`src/adc_ctrl_defines.svh`:
```
// Offsets, field positions, reset values and timing counts of the converter control
`ifndef ADC_CTRL_DEFINES_SVH
`define ADC_CTRL_DEFINES_SVH

`define ADDR_CSR 4'h0
`define ADDR_RES_A 4'h1
`define ADDR_RES_B 4'h2
`define ADDR_RES_C 4'h3
`define ADDR_RES_D 4'h4
`define ADDR_IRQ_STAT 4'h5
`define ADDR_IRQ_MASK 4'h6

`define CSR_CHAN_LO 0
`define CSR_CHAN_HI 1
`define CSR_SCAN 4
`define CSR_START 5
`define CSR_IE 6
`define CSR_END 7

`define CSR_RESET 8'h00
`define RES_WIDTH 10
`define CONV_CYCLES 10
`define CMP_SETTLE 2

`endif

```
`src/adc_ctrl_pkg.sv`:
```
// Types shared by the converter control files
package adc_ctrl_pkg;
   typedef enum logic [2:0] {
      ST_IDLE = 3'b001,
      ST_SAMPLE = 3'b010,
      ST_APPROX = 3'b100
   } conv_state_t;
endpackage : adc_ctrl_pkg

```
`src/adc_single_mode_control.sv`:
```
// Converter control: registers, start logic, sequencing and interrupt
//
// The implementer's own choices: the strobed register port and the address map.
`timescale 1ns/100ps
`include "adc_ctrl_defines.svh"
module adc_single_mode_control
   import adc_ctrl_pkg::*;
#(
   parameter int RES_W = `RES_WIDTH,
   parameter int SAMPLE_CYCLES = `CONV_CYCLES
) (
   input wire logic I_SYS_CLK,
   input wire logic I_NRST,
   input wire logic [3:0] I_ADDR,
   input wire logic [7:0] I_WDATA,
   input wire logic I_WR,
   input wire logic I_RD,
   output logic [15:0] O_RDATA,
   input wire logic I_EXT_TRIG,
   input wire logic I_CMP_HIGH,
   output logic [RES_W-1:0] O_DAC_TRIAL,
   output logic [1:0] O_CHAN_SEL,
   output logic O_SAMPLE,
   output logic O_IRQ
);
   logic rst_meta_r;
   logic rst_n_r;
   logic trig_meta_r;
   logic trig_sync_r;
   logic trig_prev_r;
   logic cmp_meta_r;
   logic cmp_sync_r;
   logic [1:0] chan_r;
   logic scan_r;
   logic conv_start_bit_r;
   logic conv_irq_enable_r;
   logic conv_end_flag_r;
   logic end_seen_r;
   logic [RES_W-1:0] result_r [4];
   logic [1:0] conv_chan_r;
   logic [1:0] irq_stat_r;
   logic [1:0] irq_mask_r;
   logic [7:0] samp_cnt_r;
   conv_state_t state_r;
   logic trig_rise;
   logic csr_wr;
   logic start_req;
   logic halt_req;
   logic sar_go;
   logic sar_done;
   logic [RES_W-1:0] sar_value;
   logic conv_done_irq;
   logic stat_irq;
   logic csr_rd;
   logic conv_finish;
   logic [1:0] pace_cnt_r;
   logic sar_step;

   function automatic logic [15:0] pad_res(input logic [RES_W-1:0] v);
      pad_res = 16'(v);
   endfunction : pad_res

   // ********************
   // Reset and input synchronisers
   // ********************
   // Released through two flops so all logic leaves reset on one edge
   always_ff @(posedge I_SYS_CLK or negedge I_NRST) begin
      if (!I_NRST) begin
         rst_meta_r <= 1'b0;
         rst_n_r <= 1'b0;
      end else begin
         rst_meta_r <= 1'b1;
         rst_n_r <= rst_meta_r;
      end
   end

   always_ff @(posedge I_SYS_CLK or negedge rst_n_r) begin
      if (!rst_n_r) begin
         trig_meta_r <= 1'b0;
         trig_sync_r <= 1'b0;
         trig_prev_r <= 1'b0;
         cmp_meta_r <= 1'b0;
         cmp_sync_r <= 1'b0;
      end else begin
         trig_meta_r <= I_EXT_TRIG;
         trig_sync_r <= trig_meta_r;
         trig_prev_r <= trig_sync_r;
         cmp_meta_r <= I_CMP_HIGH;
         cmp_sync_r <= cmp_meta_r;
      end
   end

   assign trig_rise = trig_sync_r && !trig_prev_r;
   assign csr_wr = I_WR && (I_ADDR == `ADDR_CSR);
   assign csr_rd = I_RD && (I_ADDR == `ADDR_CSR);
   // The engine's done pulse only counts while a conversion is still owned
   assign conv_finish = sar_done && (state_r == ST_APPROX);
   // Writing start 1, or a trigger edge while idle, begins a conversion
   assign start_req = (csr_wr && I_WDATA[`CSR_START])
      || (trig_rise && state_r == ST_IDLE);
   assign halt_req = csr_wr && !I_WDATA[`CSR_START]
      && state_r != ST_IDLE;

   // ********************
   // Control and status register
   // ********************
   // Mode and channel follow the write even when start is set with them
   always_ff @(posedge I_SYS_CLK or negedge rst_n_r) begin
      if (!rst_n_r) begin
         chan_r <= 2'h0;
         scan_r <= 1'b0;
         conv_irq_enable_r <= 1'b0;
      end else if (csr_wr) begin
         chan_r <= I_WDATA[`CSR_CHAN_HI:`CSR_CHAN_LO];
         scan_r <= I_WDATA[`CSR_SCAN];
         conv_irq_enable_r <= I_WDATA[`CSR_IE];
      end
   end

   always_ff @(posedge I_SYS_CLK or negedge rst_n_r) begin
      if (!rst_n_r) begin
         conv_start_bit_r <= 1'b0;
      end else if (conv_finish) begin
         // Completion outranks a start in the same cycle, so busy always ends
         conv_start_bit_r <= 1'b0;
      end else if (start_req) begin
         conv_start_bit_r <= 1'b1;
      end else if (halt_req || csr_wr) begin
         conv_start_bit_r <= 1'b0;
      end
   end

   // Clear is armed only by a read that saw the flag set; set wins over clear
   always_ff @(posedge I_SYS_CLK or negedge rst_n_r) begin
      if (!rst_n_r) begin
         conv_end_flag_r <= 1'b0;
         end_seen_r <= 1'b0;
      end else begin
         if (csr_rd && conv_end_flag_r) begin
            end_seen_r <= 1'b1;
         end
         if (conv_finish) begin
            conv_end_flag_r <= 1'b1;
         end else if (csr_wr && !I_WDATA[`CSR_END] && end_seen_r) begin
            conv_end_flag_r <= 1'b0;
            end_seen_r <= 1'b0;
         end
      end
   end

   // ********************
   // Conversion sequencer
   // ********************
   // Sample phase holds the mux on the channel before approximation begins
   always_ff @(posedge I_SYS_CLK or negedge rst_n_r) begin
      if (!rst_n_r) begin
         state_r <= ST_IDLE;
         samp_cnt_r <= 8'h00;
         conv_chan_r <= 2'h0;
      end else if (halt_req) begin
         // The engine is aborted on the same edge, so no late result lands
         state_r <= ST_IDLE;
      end else begin
         case (state_r)
            ST_IDLE: begin
               if (start_req) begin
                  state_r <= ST_SAMPLE;
                  samp_cnt_r <= 8'(SAMPLE_CYCLES - 1);
                  conv_chan_r <= csr_wr ?
                     I_WDATA[`CSR_CHAN_HI:`CSR_CHAN_LO] : chan_r;
               end
            end
            ST_SAMPLE: begin
               if (samp_cnt_r == 8'h00) begin
                  state_r <= ST_APPROX;
               end else begin
                  samp_cnt_r <= samp_cnt_r - 8'h01;
               end
            end
            ST_APPROX: begin
               if (sar_done) begin
                  state_r <= ST_IDLE;
               end
            end
            default: state_r <= ST_IDLE;
         endcase
      end
   end

   // The engine is started on the last sample cycle, not after it
   assign sar_go = (state_r == ST_SAMPLE) && (samp_cnt_r == 8'h00);

   // ********************
   // Bit pacing
   // ********************
   // The comparator answer crosses two synchroniser flops, so each trial
   // must stand for three cycles before its bit is decided. This divider
   // makes the one-cycle decide pulse; it costs speed but not accuracy.
   always_ff @(posedge I_SYS_CLK or negedge rst_n_r) begin
      if (!rst_n_r) begin
         pace_cnt_r <= 2'h0;
      end else if (state_r != ST_APPROX || sar_step) begin
         pace_cnt_r <= 2'(`CMP_SETTLE);
      end else begin
         pace_cnt_r <= pace_cnt_r - 2'h1;
      end
   end

   assign sar_step = (state_r == ST_APPROX) && (pace_cnt_r == 2'h0);

   sar_engine #(
      .WIDTH(RES_W)
   ) u_sar (
      .i_clk(I_SYS_CLK),
      .i_rst_n(rst_n_r),
      .i_go(sar_go),
      .i_step(sar_step),
      .i_abort(halt_req),
      .i_cmp_high(cmp_sync_r),
      .o_trial(O_DAC_TRIAL),
      .o_value(sar_value),
      .o_done(sar_done)
   );

   // ********************
   // Result registers
   // ********************
   // Each channel lands in its own register; input 1 goes to register B
   always_ff @(posedge I_SYS_CLK or negedge rst_n_r) begin
      if (!rst_n_r) begin
         for (int i = 0; i < 4; i++) begin
            result_r[i] <= '0;
         end
      end else if (conv_finish) begin
         // Other channels keep their last result until converted again
         result_r[conv_chan_r] <= sar_value;
      end
   end

   // ********************
   // Interrupt status and mask
   // ********************
   // Bit 0 completion, bit 1 halted; write one to clear, set wins
   always_ff @(posedge I_SYS_CLK or negedge rst_n_r) begin
      if (!rst_n_r) begin
         irq_stat_r <= 2'h0;
         irq_mask_r <= 2'h0;
      end else begin
         if (I_WR && I_ADDR == `ADDR_IRQ_MASK) begin
            irq_mask_r <= I_WDATA[1:0];
         end
         irq_stat_r <= (irq_stat_r
            & ~((I_WR && I_ADDR == `ADDR_IRQ_STAT) ? I_WDATA[1:0] : 2'h0))
            | {halt_req, conv_finish};
      end
   end

   assign conv_done_irq = conv_end_flag_r && conv_irq_enable_r;
   // Either source alone holds the line; both must be cleared to drop it
   assign stat_irq = |(irq_stat_r & irq_mask_r);
   assign O_IRQ = conv_done_irq || stat_irq;

   // ********************
   // Read port
   // ********************
   // Data stands one cycle and then returns to zero, so idle reads are quiet
   always_ff @(posedge I_SYS_CLK or negedge rst_n_r) begin
      if (!rst_n_r) begin
         O_RDATA <= 16'h0000;
      end else if (I_RD) begin
         case (I_ADDR)
            `ADDR_CSR: O_RDATA <= {8'h00, conv_end_flag_r,
               conv_irq_enable_r, conv_start_bit_r, scan_r, 2'h0,
               chan_r};
            `ADDR_RES_A: O_RDATA <= pad_res(result_r[0]);
            `ADDR_RES_B: O_RDATA <= pad_res(result_r[1]);
            `ADDR_RES_C: O_RDATA <= pad_res(result_r[2]);
            `ADDR_RES_D: O_RDATA <= pad_res(result_r[3]);
            `ADDR_IRQ_STAT: O_RDATA <= {14'h0000, irq_stat_r};
            `ADDR_IRQ_MASK: O_RDATA <= {14'h0000, irq_mask_r};
            default: O_RDATA <= 16'h0000;
         endcase
      end else begin
         O_RDATA <= 16'h0000;
      end
   end

   assign O_CHAN_SEL = conv_chan_r;
   assign O_SAMPLE = (state_r == ST_SAMPLE);
endmodule : adc_single_mode_control

```
`src/sar_engine.sv`:
```
// Successive-approximation bit search against the comparator input
`timescale 1ns/100ps
module sar_engine #(
   parameter int WIDTH = 10
) (
   input wire logic i_clk,
   input wire logic i_rst_n,
   input wire logic i_go,
   input wire logic i_step,
   input wire logic i_abort,
   input wire logic i_cmp_high,
   output logic [WIDTH-1:0] o_trial,
   output logic [WIDTH-1:0] o_value,
   output logic o_done
);
   logic [WIDTH-1:0] mask_r;
   logic [WIDTH-1:0] trial_r;
   logic busy_r;

   assign o_trial = trial_r;

   // One bit decided per step pulse, starting from the MSB
   always_ff @(posedge i_clk or negedge i_rst_n) begin
      if (!i_rst_n) begin
         mask_r <= '0;
         trial_r <= '0;
         busy_r <= 1'b0;
         o_value <= '0;
         o_done <= 1'b0;
      end else begin
         o_done <= 1'b0;
         if (i_abort) begin
            busy_r <= 1'b0;
            trial_r <= '0;
         end else if (i_go && !busy_r) begin
            busy_r <= 1'b1;
            mask_r <= {1'b1, {(WIDTH-1){1'b0}}};
            trial_r <= {1'b1, {(WIDTH-1){1'b0}}};
         end else if (busy_r && i_step) begin
            if (mask_r == {{(WIDTH-1){1'b0}}, 1'b1}) begin
               busy_r <= 1'b0;
               o_done <= 1'b1;
               o_value <= i_cmp_high ? (trial_r & ~mask_r) : trial_r;
            end else begin
               trial_r <= (i_cmp_high ? (trial_r & ~mask_r) : trial_r)
                  | (mask_r >> 1);
               mask_r <= mask_r >> 1;
            end
         end
      end
   end
endmodule : sar_engine
```
`config.mk`:
```
export PLATFORM = sky130hd
export DESIGN_NAME = adc_single_mode_control
export DESIGN_NICKNAME = d
export VERILOG_FILES = /design/src/adc_ctrl_pkg.sv /design/src/adc_single_mode_control.sv /design/src/sar_engine.sv
export VERILOG_INCLUDE_DIRS = /design/src
export SDC_FILE = /design/constraint.sdc
export NUM_CORES = 1
export LEC_CHECK = 0
export ABC_CLOCK_PERIOD_IN_PS = 8500
export BUFFER_PORTS_ARGS = -buffer_cell sky130_fd_sc_hd__buf_2
export CORE_MARGIN = 10
export CORE_UTILIZATION = 63
export CTS_BUF_LIST = sky130_fd_sc_hd__clkbuf_16
export DETAILED_ROUTE_END_ITERATION = 12
export GPL_TIMING_DRIVEN = 1
export PLACE_DENSITY = 0.89
export SLEW_MARGIN = 30
export SYNTH_ARGS = -nofsm -noshare
export SYNTH_HDL_FRONTEND = slang
export SYNTH_SLANG_ARGS = --single-unit
```
`constraint.sdc`:
```
create_clock -name I_SYS_CLK -period 8.5 [get_ports I_SYS_CLK]
set_input_delay 0 -clock I_SYS_CLK [delete_from_list [all_inputs] [get_ports I_SYS_CLK]]
set_output_delay 0 -clock I_SYS_CLK [all_outputs]
set_load 0.02 [all_outputs]
```
==> impl_metrics.csv, run 1 <==
group,metric,value,unit
worst_setup_path,arrival,2.82,ns
sta,hold_ws,0.0267,ns
clock_tree,cts_tree,"built",
route,vias_per_cell,6.50,
global_route,grt_overflow,0,
die,io_pins,48,
sta,setup_viol,0,
sta,fmax,397,MHz
clock_tree,htreeDepth,4,
worst_setup_path,cpMostUsedCell,"nor3_4",
global_route,grt_pass1_vias,3747,
logic_synthesis,yosys.area.top_type,"dfrtp_1",
sta,hold_violations,0,
logic_synthesis,synth_area,5090,um^2
final_layout,drive_above_1_share,30.2,%
sta,fin_crit_sh,29.6,%
clock_tree,clockBufferDepth,2,
worst_setup_path,crit_chain,"nor3b_1 > nor3_4 > nor3_4 > mux2_2",
global_route,grt_antenna_before_repair,0,
place,numPortBuffers,39,
power,power_frac_seq,41.9,%
worst_setup_path,worstSetupEndpointType,"register",
run_status,status,"completed",
worst_setup_path,slowest_stage,"nor3_4",
logic_synthesis,synth_area_leaders,"dfrtp_1, mux2_2, mux2_4",
worst_setup_path,crit_required,8.80,ns
logic_synthesis,synth_ff_type,"dfrtp_1",
sta,slew_headroom,50.8,%
power,pwr_density_cell,243,nW/um^2
final_layout,num-nets-final,470,
place,gp_congestion,0.789,
logic_synthesis,synth_area_per_cell,12.9,um^2
hold_path,worstHoldPathType,"input port to register",
global_route,grt_pass1_wl,19.5,mm
place,dp_hpwl,7.61,mm
logic_synthesis,async_reset_ff_share,100,%
sta,tightest_slew,0.738,ns
sta,tns,0,ns
sta,fin_skew,0.00739,ns
worst_setup_path,worst_path_largest_cell_delay,0.64,ns
final_layout,post-route-util,77.7,%
final_layout,stdcell_count,565,
clock_tree,cts_sinks,115,
logic_synthesis,synth_most_common_cell,"dfrtp_1",
logic_synthesis,syn_inst,393,
global_route,grt_usage,21.1,%
logic_synthesis,synth_edf_count,0,
die,initial_utilization,65.2,%
logic_synthesis,synth-seq-cells,115,
worst_setup_path,critical_path_class,"register to register",
final_layout,fin_area,6070,um^2
job,drv_cap,0,
power,internal-power,1.11,mW
power,p_comb_share,8.8,%
logic_synthesis,ys_seq_area_share,56.6,%
clock_tree,cts_root_buffer,"clkbuf_16",
logic_synthesis,netlist_top_cells_count,"dfrtp_1, mux2_2, a21oi_1, nand2_1, nor2_1",
final_layout,diodes,0,
die,row_count,32,
route,ant_nets,0,
die,die_w,110,um
sta,finalWorstPathRequiredPeriod,2.52,ns
route,num_vias,3674,
power,power_switching,0.362,mW
final_layout,fill_cells,473,
worst_setup_path,critPathBufInv,0,
final_layout,syn_to_final_growth,19.3,%
clock_tree,clk_latency,0.41,ns
power,p_leak,2.83,nW
power,pwr-share-clk,49.2,%
route,firstDrtPassIters,5,
worst_setup_path,crit_path_start_kind,"register",
die,die_y,110,um
route,drt-initial-drc-count,253,
place,placed_area,5350,um^2
die,fp.dieArea,12100,um^2
place,dpl.cell_count,523,
sta,rsz0062_at_grt,"false",
worst_setup_path,critPathTopFamily,"simple AND/OR/NAND/NOR gates",
logic_synthesis,ys_types,58,
route,wirelength,12.2,mm
power,ir_drop,0.170,mV
sta,slew_violations,0,
power,power.total,1.47,mW
logic_synthesis,ys_warn_count,0,
power,sw_frac_of_total,24.5,%
route,drt-wirelength-per-cell,21.7,um
clock_tree,cts_buffers,17,
route,drc,0,
logic_synthesis,yosys.area.top_type_share,56.1,%
worst_setup_path,crit_fanout,11,
clock_tree,path_clk_slew,0.05,ns
sta,finalWorstSetupSlack,5.98,ns
global_route,grt_max_degree,85,
place,pre_cts_slack,5.80,ns
die,coreArea,7810,um^2
-- placed cells by master (no fill, tap or decap), types with 3 or more instances in the layout --
cell / Yosys / layout
a211oi_1: 3 / 3
a21boi_0: 10 / 10
a21o_1: 4 / 4
a21oi_1: 18 / 18
a222oi_1: 10 / 10
a22o_1: 11 / 11
a22oi_1: 6 / 6
a31oi_1: 12 / 12
buf_2: 6 / 39
bufinv_16: 0 / 4
clkbuf_16: 0 / 17
clkinv_1: 0 / 4
clkinv_2: 0 / 3
conb_1: 2 / 7
dfrtp_1: 114 / 113
dlygate4sd3_1: 0 / 10
inv_1: 8 / 10
mux2_2: 49 / 49
mux2_4: 9 / 9
nand2_1: 18 / 18
nand2b_1: 3 / 3
nand3_1: 6 / 6
nand3b_1: 4 / 4
nor2_1: 18 / 18
nor3_1: 3 / 3
nor3_4: 2 / 3
nor3b_1: 4 / 4
nor4_1: 3 / 3
nor4b_4: 0 / 3
o21ai_0: 5 / 5
o2bb2ai_1: 9 / 9
or4_1: 3 / 3
-- what timing repair did --
| item | 4_1_cts | 5_1_grt |
|---|---|---|
| endpoints found under the hold margin | 14 | 0 |
| hold buffers | 10 | 0 |
| buffers inserted | 0 | 0 |
| resized for setup | 0 | 0 |
-- cell type report --
cell class | instances | area, um^2 | area share [%]
clock buffers | 17 | 425 | 7.01
flip-flops and latches | 115 | 2880 | 47.5
clock inverters | 15 | 173 | 2.84
well taps | 102 | 128 | 2.10
repair buffers | 51 | 314 | 5.17
multi-input cells | 257 | 2120 | 34.9
inverters | 8 | 30.0 | 0.495
-- flip-flops by register name, indices dropped and copies added (netlist names), 2 cells and up --
name,cells
u_sar.o_trial,10
result_r,40
u_sar.o_value,10
irq_mask_r,2
irq_stat_r,2
pace_cnt_r,2
samp_cnt_r,8
u_sar.mask_r,10
O_RDATA,10
O_CHAN_SEL,2
chan_r,2
state_r,3
-- logic make-up after synthesis --
logic type               after synthesis  share of synthesized area, %
buffers and inverters                 26                          2.80
multiplexers                          58                          13.5
other                                  2                         0.148
AO/OA/AOI/OAI                        103                          15.3
AND/OR/NAND/NOR                       87                          11.1
flip-flops                           115                          56.6
adder cells (fa/ha/maj)                2                         0.492
-- worst register-to-register path: stages, from the launching register on --
cell and delay [ns]:
dfstp_2 0.58, nor3b_1 0.62, nor3_4 0.16, nor3_4 0.64
mux2_2 0.40
-- power by group through the flow --
stage	sequential, mW	combinational [mW]	clock, mW
2_1_floorplan	0.629	0.0776	0
3_3_place_gp	0.623	0.117	0
3_5_place_dp	0.625	0.123	0
4_1_cts	0.617	0.128	0.728
5_1_grt	0.622	0.141	0.754
6_report	0.618	0.130	0.726
-- worst paths after layout --
| kind | startpoint | to | slack, ns | cells past startpoint |
|---|---|---|---|---|
| worst max-delay path | state_r[0]$_DFFE_PN1P_ | u_sar.o_value[0]$_DFFE_PN0P_ | 5.98 | 4 |
| min in group asynchronous | rst_n_r$_DFF_PN0_ | cmp_meta_r$_DFF_PN0_ | 0.25 | 0 |
| worst min register to register | rst_n_r$_DFF_PN0_ | cmp_meta_r$_DFF_PN0_ | 0.25 | 0 |
| worst max register to register | state_r[0]$_DFFE_PN1P_ | u_sar.o_value[0]$_DFFE_PN0P_ | 5.98 | 4 |
| worst min-delay path | I_WR | irq_mask_r[0]$_DFFE_PN0P_ | 0.03 | 3 |
| max in group asynchronous | rst_n_r$_DFF_PN0_ | pace_cnt_r[0]$_DFF_PN0_ | 7.19 | 1 |
-- routing by layer --
metal	global-route usage, %	part of all wire (%)
met3	6.14	7.3
met1	25.1	40
met2	34.8	51
met4	8.92	1.6
met5	0	0
(Power assumes the default switching activity.)
==> run 2: changes to the inputs <==
--- a/config.mk
+++ b/config.mk
@@ -6,14 +6,14 @@
 export SDC_FILE = /design/constraint.sdc
 export NUM_CORES = 1
 export LEC_CHECK = 0
-export ABC_CLOCK_PERIOD_IN_PS = 8500
+export ABC_CLOCK_PERIOD_IN_PS = 2100
 export BUFFER_PORTS_ARGS = -buffer_cell sky130_fd_sc_hd__buf_2
 export CORE_MARGIN = 10
-export CORE_UTILIZATION = 63
+export CORE_UTILIZATION = 53
 export CTS_BUF_LIST = sky130_fd_sc_hd__clkbuf_16
 export DETAILED_ROUTE_END_ITERATION = 12
 export GPL_TIMING_DRIVEN = 1
-export PLACE_DENSITY = 0.89
+export PLACE_DENSITY = 0.8
 export SLEW_MARGIN = 30
 export SYNTH_ARGS = -nofsm -noshare
 export SYNTH_HDL_FRONTEND = slang
==> constraint.sdc (replaced) <==
create_clock -name I_SYS_CLK -period 2.1 [get_ports I_SYS_CLK]
set_input_delay 0 -clock I_SYS_CLK [delete_from_list [all_inputs] [get_ports I_SYS_CLK]]
set_output_delay 0 -clock I_SYS_CLK [all_outputs]
set_load 0.02 [all_outputs]
==> run 2 against run 1 <==
Compared with the run above: clock skew rose by 0.0045 ns; first-iteration DRC count up 7.9%; design area up 2.8%; worst hold slack lost 0.013 ns; sequential power increased to 4.0 times the previous value; fmax rose by 27%; flip-flop and latch count is the same; critical path depth is 2 higher; core utilization fell by 11 points; die area rose by 15%; non-clock buffer count increased by 16; power grew to 4.1 times the previous value; critical endpoint unchanged.
==> impl_metrics.csv, run 2 (synthesized netlist as in run 1, its figures left out) <==
group,metric,value,unit
route,ant_nets,0,
final_layout,layout_commonest_cell,"dfrtp_1",
global_route,grt_pass1_wl,19.5,mm
sta,finalWorstSetupSlack,0.122,ns
route,drc,0,
worst_setup_path,crit_fanout,11,
route,drt-wirelength-per-cell,19.4,um
power,pwr_density_cell,959,nW/um^2
die,die_w,118,um
worst_setup_path,crit_required,2.39,ns
sta,slew_violations,0,
final_layout,post-route-util,67.2,%
sta,fin_crit_sh,94.2,%
clock_tree,cts_sinks,115,
worst_setup_path,arrival,2.27,ns
clock_tree,clk_latency,0.41,ns
route,num_vias,3653,
worst_setup_path,worstSetupEndpointType,"register",
die,fp.dieArea,13900,um^2
sta,fin_skew,0.0119,ns
sta,rsz0062_at_grt,"false",
die,io_pins,48,
power,power.total,5.99,mW
worst_setup_path,critical_path_class,"register to register",
place,gp_congestion,0.865,
clock_tree,cts_buffers,17,
worst_setup_path,crit_path_start_kind,"register",
final_layout,drive_above_1_share,34.2,%
die,row_count,35,
global_route,grt_max_degree,114,
hold_path,worstHoldPathType,"input port to register",
place,pre_cts_slack,0.0152,ns
sta,fmax,506,MHz
sta,hold_violations,0,
sta,slew_headroom,55.6,%
power,p_leak,2.91,nW
job,drv_cap,0,
sta,tightest_slew,0.649,ns
route,firstDrtPassIters,5,
final_layout,fin_area,6240,um^2
die,die_y,118,um
final_layout,top_register,"result_r",
final_layout,largest_reg_flops,40,
run_status,status,"completed",
global_route,grt_pass1_vias,3783,
sta,finalWorstPathRequiredPeriod,1.98,ns
clock_tree,clockBufferDepth,2,
final_layout,syn_to_final_growth,22.7,%
clock_tree,cts_root_buffer,"clkbuf_16",
route,drt-initial-drc-count,273,
die,coreArea,9280,um^2
final_layout,mostFrequentLayoutCells,"dfrtp_1, mux2_2, buf_2",
final_layout,num-nets-final,486,
global_route,grt_overflow,0,
place,dp_hpwl,7.48,mm
final_layout,diodes,0,
die,initial_utilization,54.8,%
sta,setup_viol,0,
sta,tns,0,ns
clock_tree,path_clk_slew,0.06,ns
route,vias_per_cell,6.01,
clock_tree,cts_tree,"built",
global_route,grt_antenna_before_repair,0,
power,ir_drop,0.491,mV
route,wirelength,11.8,mm
clock_tree,htreeDepth,4,
place,numPortBuffers,39,
global_route,grt_usage,17.2,%
place,placed_area,5510,um^2
==> run 2: where the power goes <==
group | internal [mW] | leakage (nW) | total [mW] | switching [mW]
Combinational | 0.238 | 1.08 | 0.558 | 0.320
Sequential | 2.34 | 1.53 | 2.50 | 0.156
Clock | 1.87 | 0.294 | 2.93 | 1.06
Total | 4.45 | 2.91 | 5.99 | 1.53
==> run 2: timing repair <==
| action | 4_1_cts | 5_1_grt |
|---|---|---|
| hold buffers | 10 | 0 |
| resized for setup | 1 | 3 |
| setup buffers | 0 | 0 |
| hold endpoints to repair | 14 | 0 |
| setup endpoints to repair | 9 | 9 |
==> run 2: area by class of cell <==
type                    instances  area, um^2
clock inverters                15         181
repair buffers                 67         455
multi-input cells             257        2100
clock buffers                  17         425
well taps                     129         161
inverters                       8        30.0
flip-flops and latches        115        2880
fillers                       674        3040
==> run 2: metrics by stage <==
stage	cells	hold WS (ns)
after detailed placement	566	-0.213
after CTS	608	0.00253
after global placement	566	-0.214
after global routing	608	0.0315
final	608	0.0138
after floorplan	398	-0.296
==> run 2: worst paths after layout <==
| path | start | end | cells after the start | slack [ns] |
|---|---|---|---|---|
| max reg2reg | state_r[0]$_DFFE_PN1P_ | u_sar.o_value[0]$_DFFE_PN0P_ | 6 | 0.12 |
| max in group asynchronous | rst_n_r$_DFF_PN0_ | result_r[11]$_DFFE_PN0P_ | 1 | 1.27 |
| min | I_WR | irq_mask_r[1]$_DFFE_PN0P_ | 3 | 0.01 |
| max | state_r[0]$_DFFE_PN1P_ | u_sar.o_value[0]$_DFFE_PN0P_ | 6 | 0.12 |
| min in group asynchronous | rst_n_r$_DFF_PN0_ | cmp_meta_r$_DFF_PN0_ | 1 | 0.41 |
| min reg2reg | trig_meta_r$_DFF_PN0_ | trig_sync_r$_DFF_PN0_ | 0 | 0.35 |
==> run 2: critical path, cell delays in order, from the launching register on <==
cell     delay [ns]
dfstp_2        0.58
nor3b_1        0.28
buf_4          0.18
nor3_4         0.05
nor3_2         0.16
buf_4          0.24
mux2_2         0.36
==> run 2: per-layer routing <==
metal	GRT usage [%]	vias up	share of wire [%]
li1	-	1639	-
met1	21.2	1881	43
met2	27.9	118	50
met3	4.70	15	5.7
met4	6.65	0	1.2
met5	0	-	0
==> run 3: changes to the inputs <==
--- a/config.mk
+++ b/config.mk
@@ -6,14 +6,14 @@
 export SDC_FILE = /design/constraint.sdc
 export NUM_CORES = 1
 export LEC_CHECK = 0
-export ABC_CLOCK_PERIOD_IN_PS = 2100
+export ABC_CLOCK_PERIOD_IN_PS = 2500
 export BUFFER_PORTS_ARGS = -buffer_cell sky130_fd_sc_hd__buf_2
 export CORE_MARGIN = 10
-export CORE_UTILIZATION = 53
+export CORE_UTILIZATION = 63
 export CTS_BUF_LIST = sky130_fd_sc_hd__clkbuf_16
 export DETAILED_ROUTE_END_ITERATION = 12
 export GPL_TIMING_DRIVEN = 1
-export PLACE_DENSITY = 0.8
+export PLACE_DENSITY = 0.89
 export SLEW_MARGIN = 30
 export SYNTH_ARGS = -nofsm -noshare
 export SYNTH_HDL_FRONTEND = slang
==> constraint.sdc (replaced) <==
create_clock -name I_SYS_CLK -period 2.5 [get_ports I_SYS_CLK]
set_input_delay 0 -clock I_SYS_CLK [delete_from_list [all_inputs] [get_ports I_SYS_CLK]]
set_output_delay 0 -clock I_SYS_CLK [all_outputs]
set_load 0.02 [all_outputs]
==> run 3 against run 2 <==
Compared with the run above: final cell count shrank 5.6%; design area shrank 2.8%; clock power shrank 23%; first-iteration DRC count grew 7.3%; non-clock buffer count shrank 7; clock skew shrank 0.0029 ns; fmax shrank 8.3%; count of clock-buffer cells in the layout is the same; combinational power shrank 20%; setup slack gained 0.22 ns; critical path type unchanged; critical endpoint is now result_r[17]$_DFFE_PN0P_; largest power group unchanged; highest routed layer unchanged.
==> impl_metrics.csv, run 3 (synthesized netlist as in run 1, its figures left out) <==
group,metric,value,unit
run_status,status,"completed",
clock_tree,post_cts_buffers,0,
global_route,grt_overflow,0,
sta,fin_skew,0.00894,ns
sta,tns,0,ns
global_route,grt_usage,20.7,%
die,fp.dieArea,12100,um^2
sta,slew_headroom,53.7,%
die,die_w,110,um
place,gp_congestion,0.816,
clock_tree,htreeDepth,4,
power,power.total,4.82,mW
clock_tree,cts_buffers,17,
die,row_count,32,
global_route,grt_pass1_wl,19.2,mm
global_route,grt_pass1_vias,3703,
die,coreArea,7810,um^2
worst_setup_path,crit_required,2.79,ns
route,vias_per_cell,6.41,
sta,finalWorstPathRequiredPeriod,2.16,ns
clock_tree,cts_root_buffer,"clkbuf_16",
route,firstDrtPassIters,5,
sta,fin_crit_sh,86.3,%
worst_setup_path,critical_path_class,"register to register",
final_layout,mostFrequentLayoutCells,"dfrtp_1, mux2_2, buf_2",
die,die_y,110,um
clock_tree,cts_tree,"built",
sta,finalWorstSetupSlack,0.343,ns
worst_setup_path,crit_fanout,10,
worst_setup_path,arrival,2.44,ns
global_route,grt_max_degree,54,
hold_path,hp-start,"I_WR",
worst_setup_path,crit_start,"state_r[1]$_DFFE_PN0P_",
worst_setup_path,r2r-end,"result_r[17]$_DFFE_PN0P_",
hold_path,hold_end,"irq_mask_r[1]$_DFFE_PN0P_",
route,wirelength,12.0,mm
route,drt-initial-drc-count,293,
worst_setup_path,regToRegSetupSlack,0.34,ns
final_layout,drive_above_1_share,31.8,%
final_layout,diodes,0,
power,p_leak,2.84,nW
clock_tree,clockBufferDepth,2,
sta,slew_violations,0,
clock_tree,cts_sinks,115,
worst_setup_path,rr_worst_depth,4,
worst_setup_path,crit_path_start_kind,"register",
die,io_pins,48,
final_layout,layout_commonest_cell,"dfrtp_1",
place,placed_area,5420,um^2
clock_tree,clk_latency,0.41,ns
hold_path,whs_path_depth,3,
route,ant_nets,0,
sta,setup_viol,0,
die,initial_utilization,65.2,%
power,pwr_density_cell,794,nW/um^2
global_route,grt_antenna_before_repair,0,
clock_tree,cts_resized,0,
sta,tightest_slew,0.694,ns
place,dp_hpwl,7.92,mm
sta,hold_violations,0,
sta,rsz0062_at_grt,"false",
sta,fmax,463,MHz
worst_setup_path,worstReg2RegStart,"state_r[1]$_DFFE_PN0P_",
route,num_vias,3678,
final_layout,largest_reg_flops,40,
final_layout,num-nets-final,479,
job,drv_cap,0,
worst_setup_path,worstSetupEndpointType,"register",
place,pre_cts_slack,0.394,ns
hold_path,worstHoldPathType,"input port to register",
place,numPortBuffers,39,
clock_tree,path_clk_slew,0.05,ns
route,drt-wirelength-per-cell,21.0,um
route,drc,0,
final_layout,syn_to_final_growth,19.3,%
final_layout,top_register,"result_r",
final_layout,fin_area,6070,um^2
final_layout,post-route-util,77.7,%
power,ir_drop,0.672,mV
## run 3: changes by cell type in the layout (fill, tap and decap cells not counted), sizes merged
cell,change
buf,-7
bufinv,-1
clkinvlp,+1
## run 3: layer usage
metal | part of all wire, % | routed length [um] | GRT usage [%] | vias up
met3 | 8.0 | 964 | 6.38 | 32
li1 | - | - | - | 1619
met4 | 2.7 | 326 | 7.99 | 0
met2 | 50 | 5970 | 33.8 | 168
met1 | 40 | 4780 | 25.2 | 1859
met5 | 0 | 0 | 0 | -
## run 3: where the power goes
group	switching (mW)	internal [mW]	leakage (nW)
clock	0.827	1.43	0.277
sequential	0.142	1.97	1.53
combinational	0.258	0.189	1.03
## run 3: worst max-delay path by stage
stage / to / slack (ns) / cells after the start
6_report: result_r[17]$_DFFE_PN0P_ / 0.34 / 4
3_5_place_dp: u_sar.o_trial[7]$_DFFE_PN0P_ / 0.39 / 4
3_3_place_gp: result_r[13]$_DFFE_PN0P_ / 0.48 / 4
5_1_grt: u_sar.o_trial[7]$_DFFE_PN0P_ / 0.20 / 4
4_1_cts: result_r[17]$_DFFE_PN0P_ / 0.35 / 4
2_1_floorplan: u_sar.o_value[1]$_DFFE_PN0P_ / 0.51 / 5
## run 3: critical path: stages (launching register included)
cell      delay [ns]
dfrtp_1         0.44
nor3b_2         0.40
and2_1          0.29
nand3b_1        0.45
mux2_2          0.45
## run 3: final cells by class
type,count,area [um^2]
clock inverters,15,126
repair buffers,60,390
clock buffers,17,425
well taps,102,128
fillers,458,1740
inverters,8,30.0
flip-flops and latches,115,2880
multi-input cells,257,2080
## run 3: timing repair
| item | 4_1_cts | 5_1_grt |
|---|---|---|
| endpoints found under the setup margin | 0 | 0 |
| endpoints found under the hold margin | 14 | 0 |
| hold buffers | 10 | 0 |
## run 3: stage by stage
| stage | cells | hold WS (ns) |
|---|---|---|
| floorplan | 398 | -0.296 |
| global placement | 532 | -0.214 |
| detailed placement | 532 | -0.213 |
| CTS | 574 | 0.0284 |
| global route | 574 | 0.0388 |
| finish | 574 | 0.0445 |
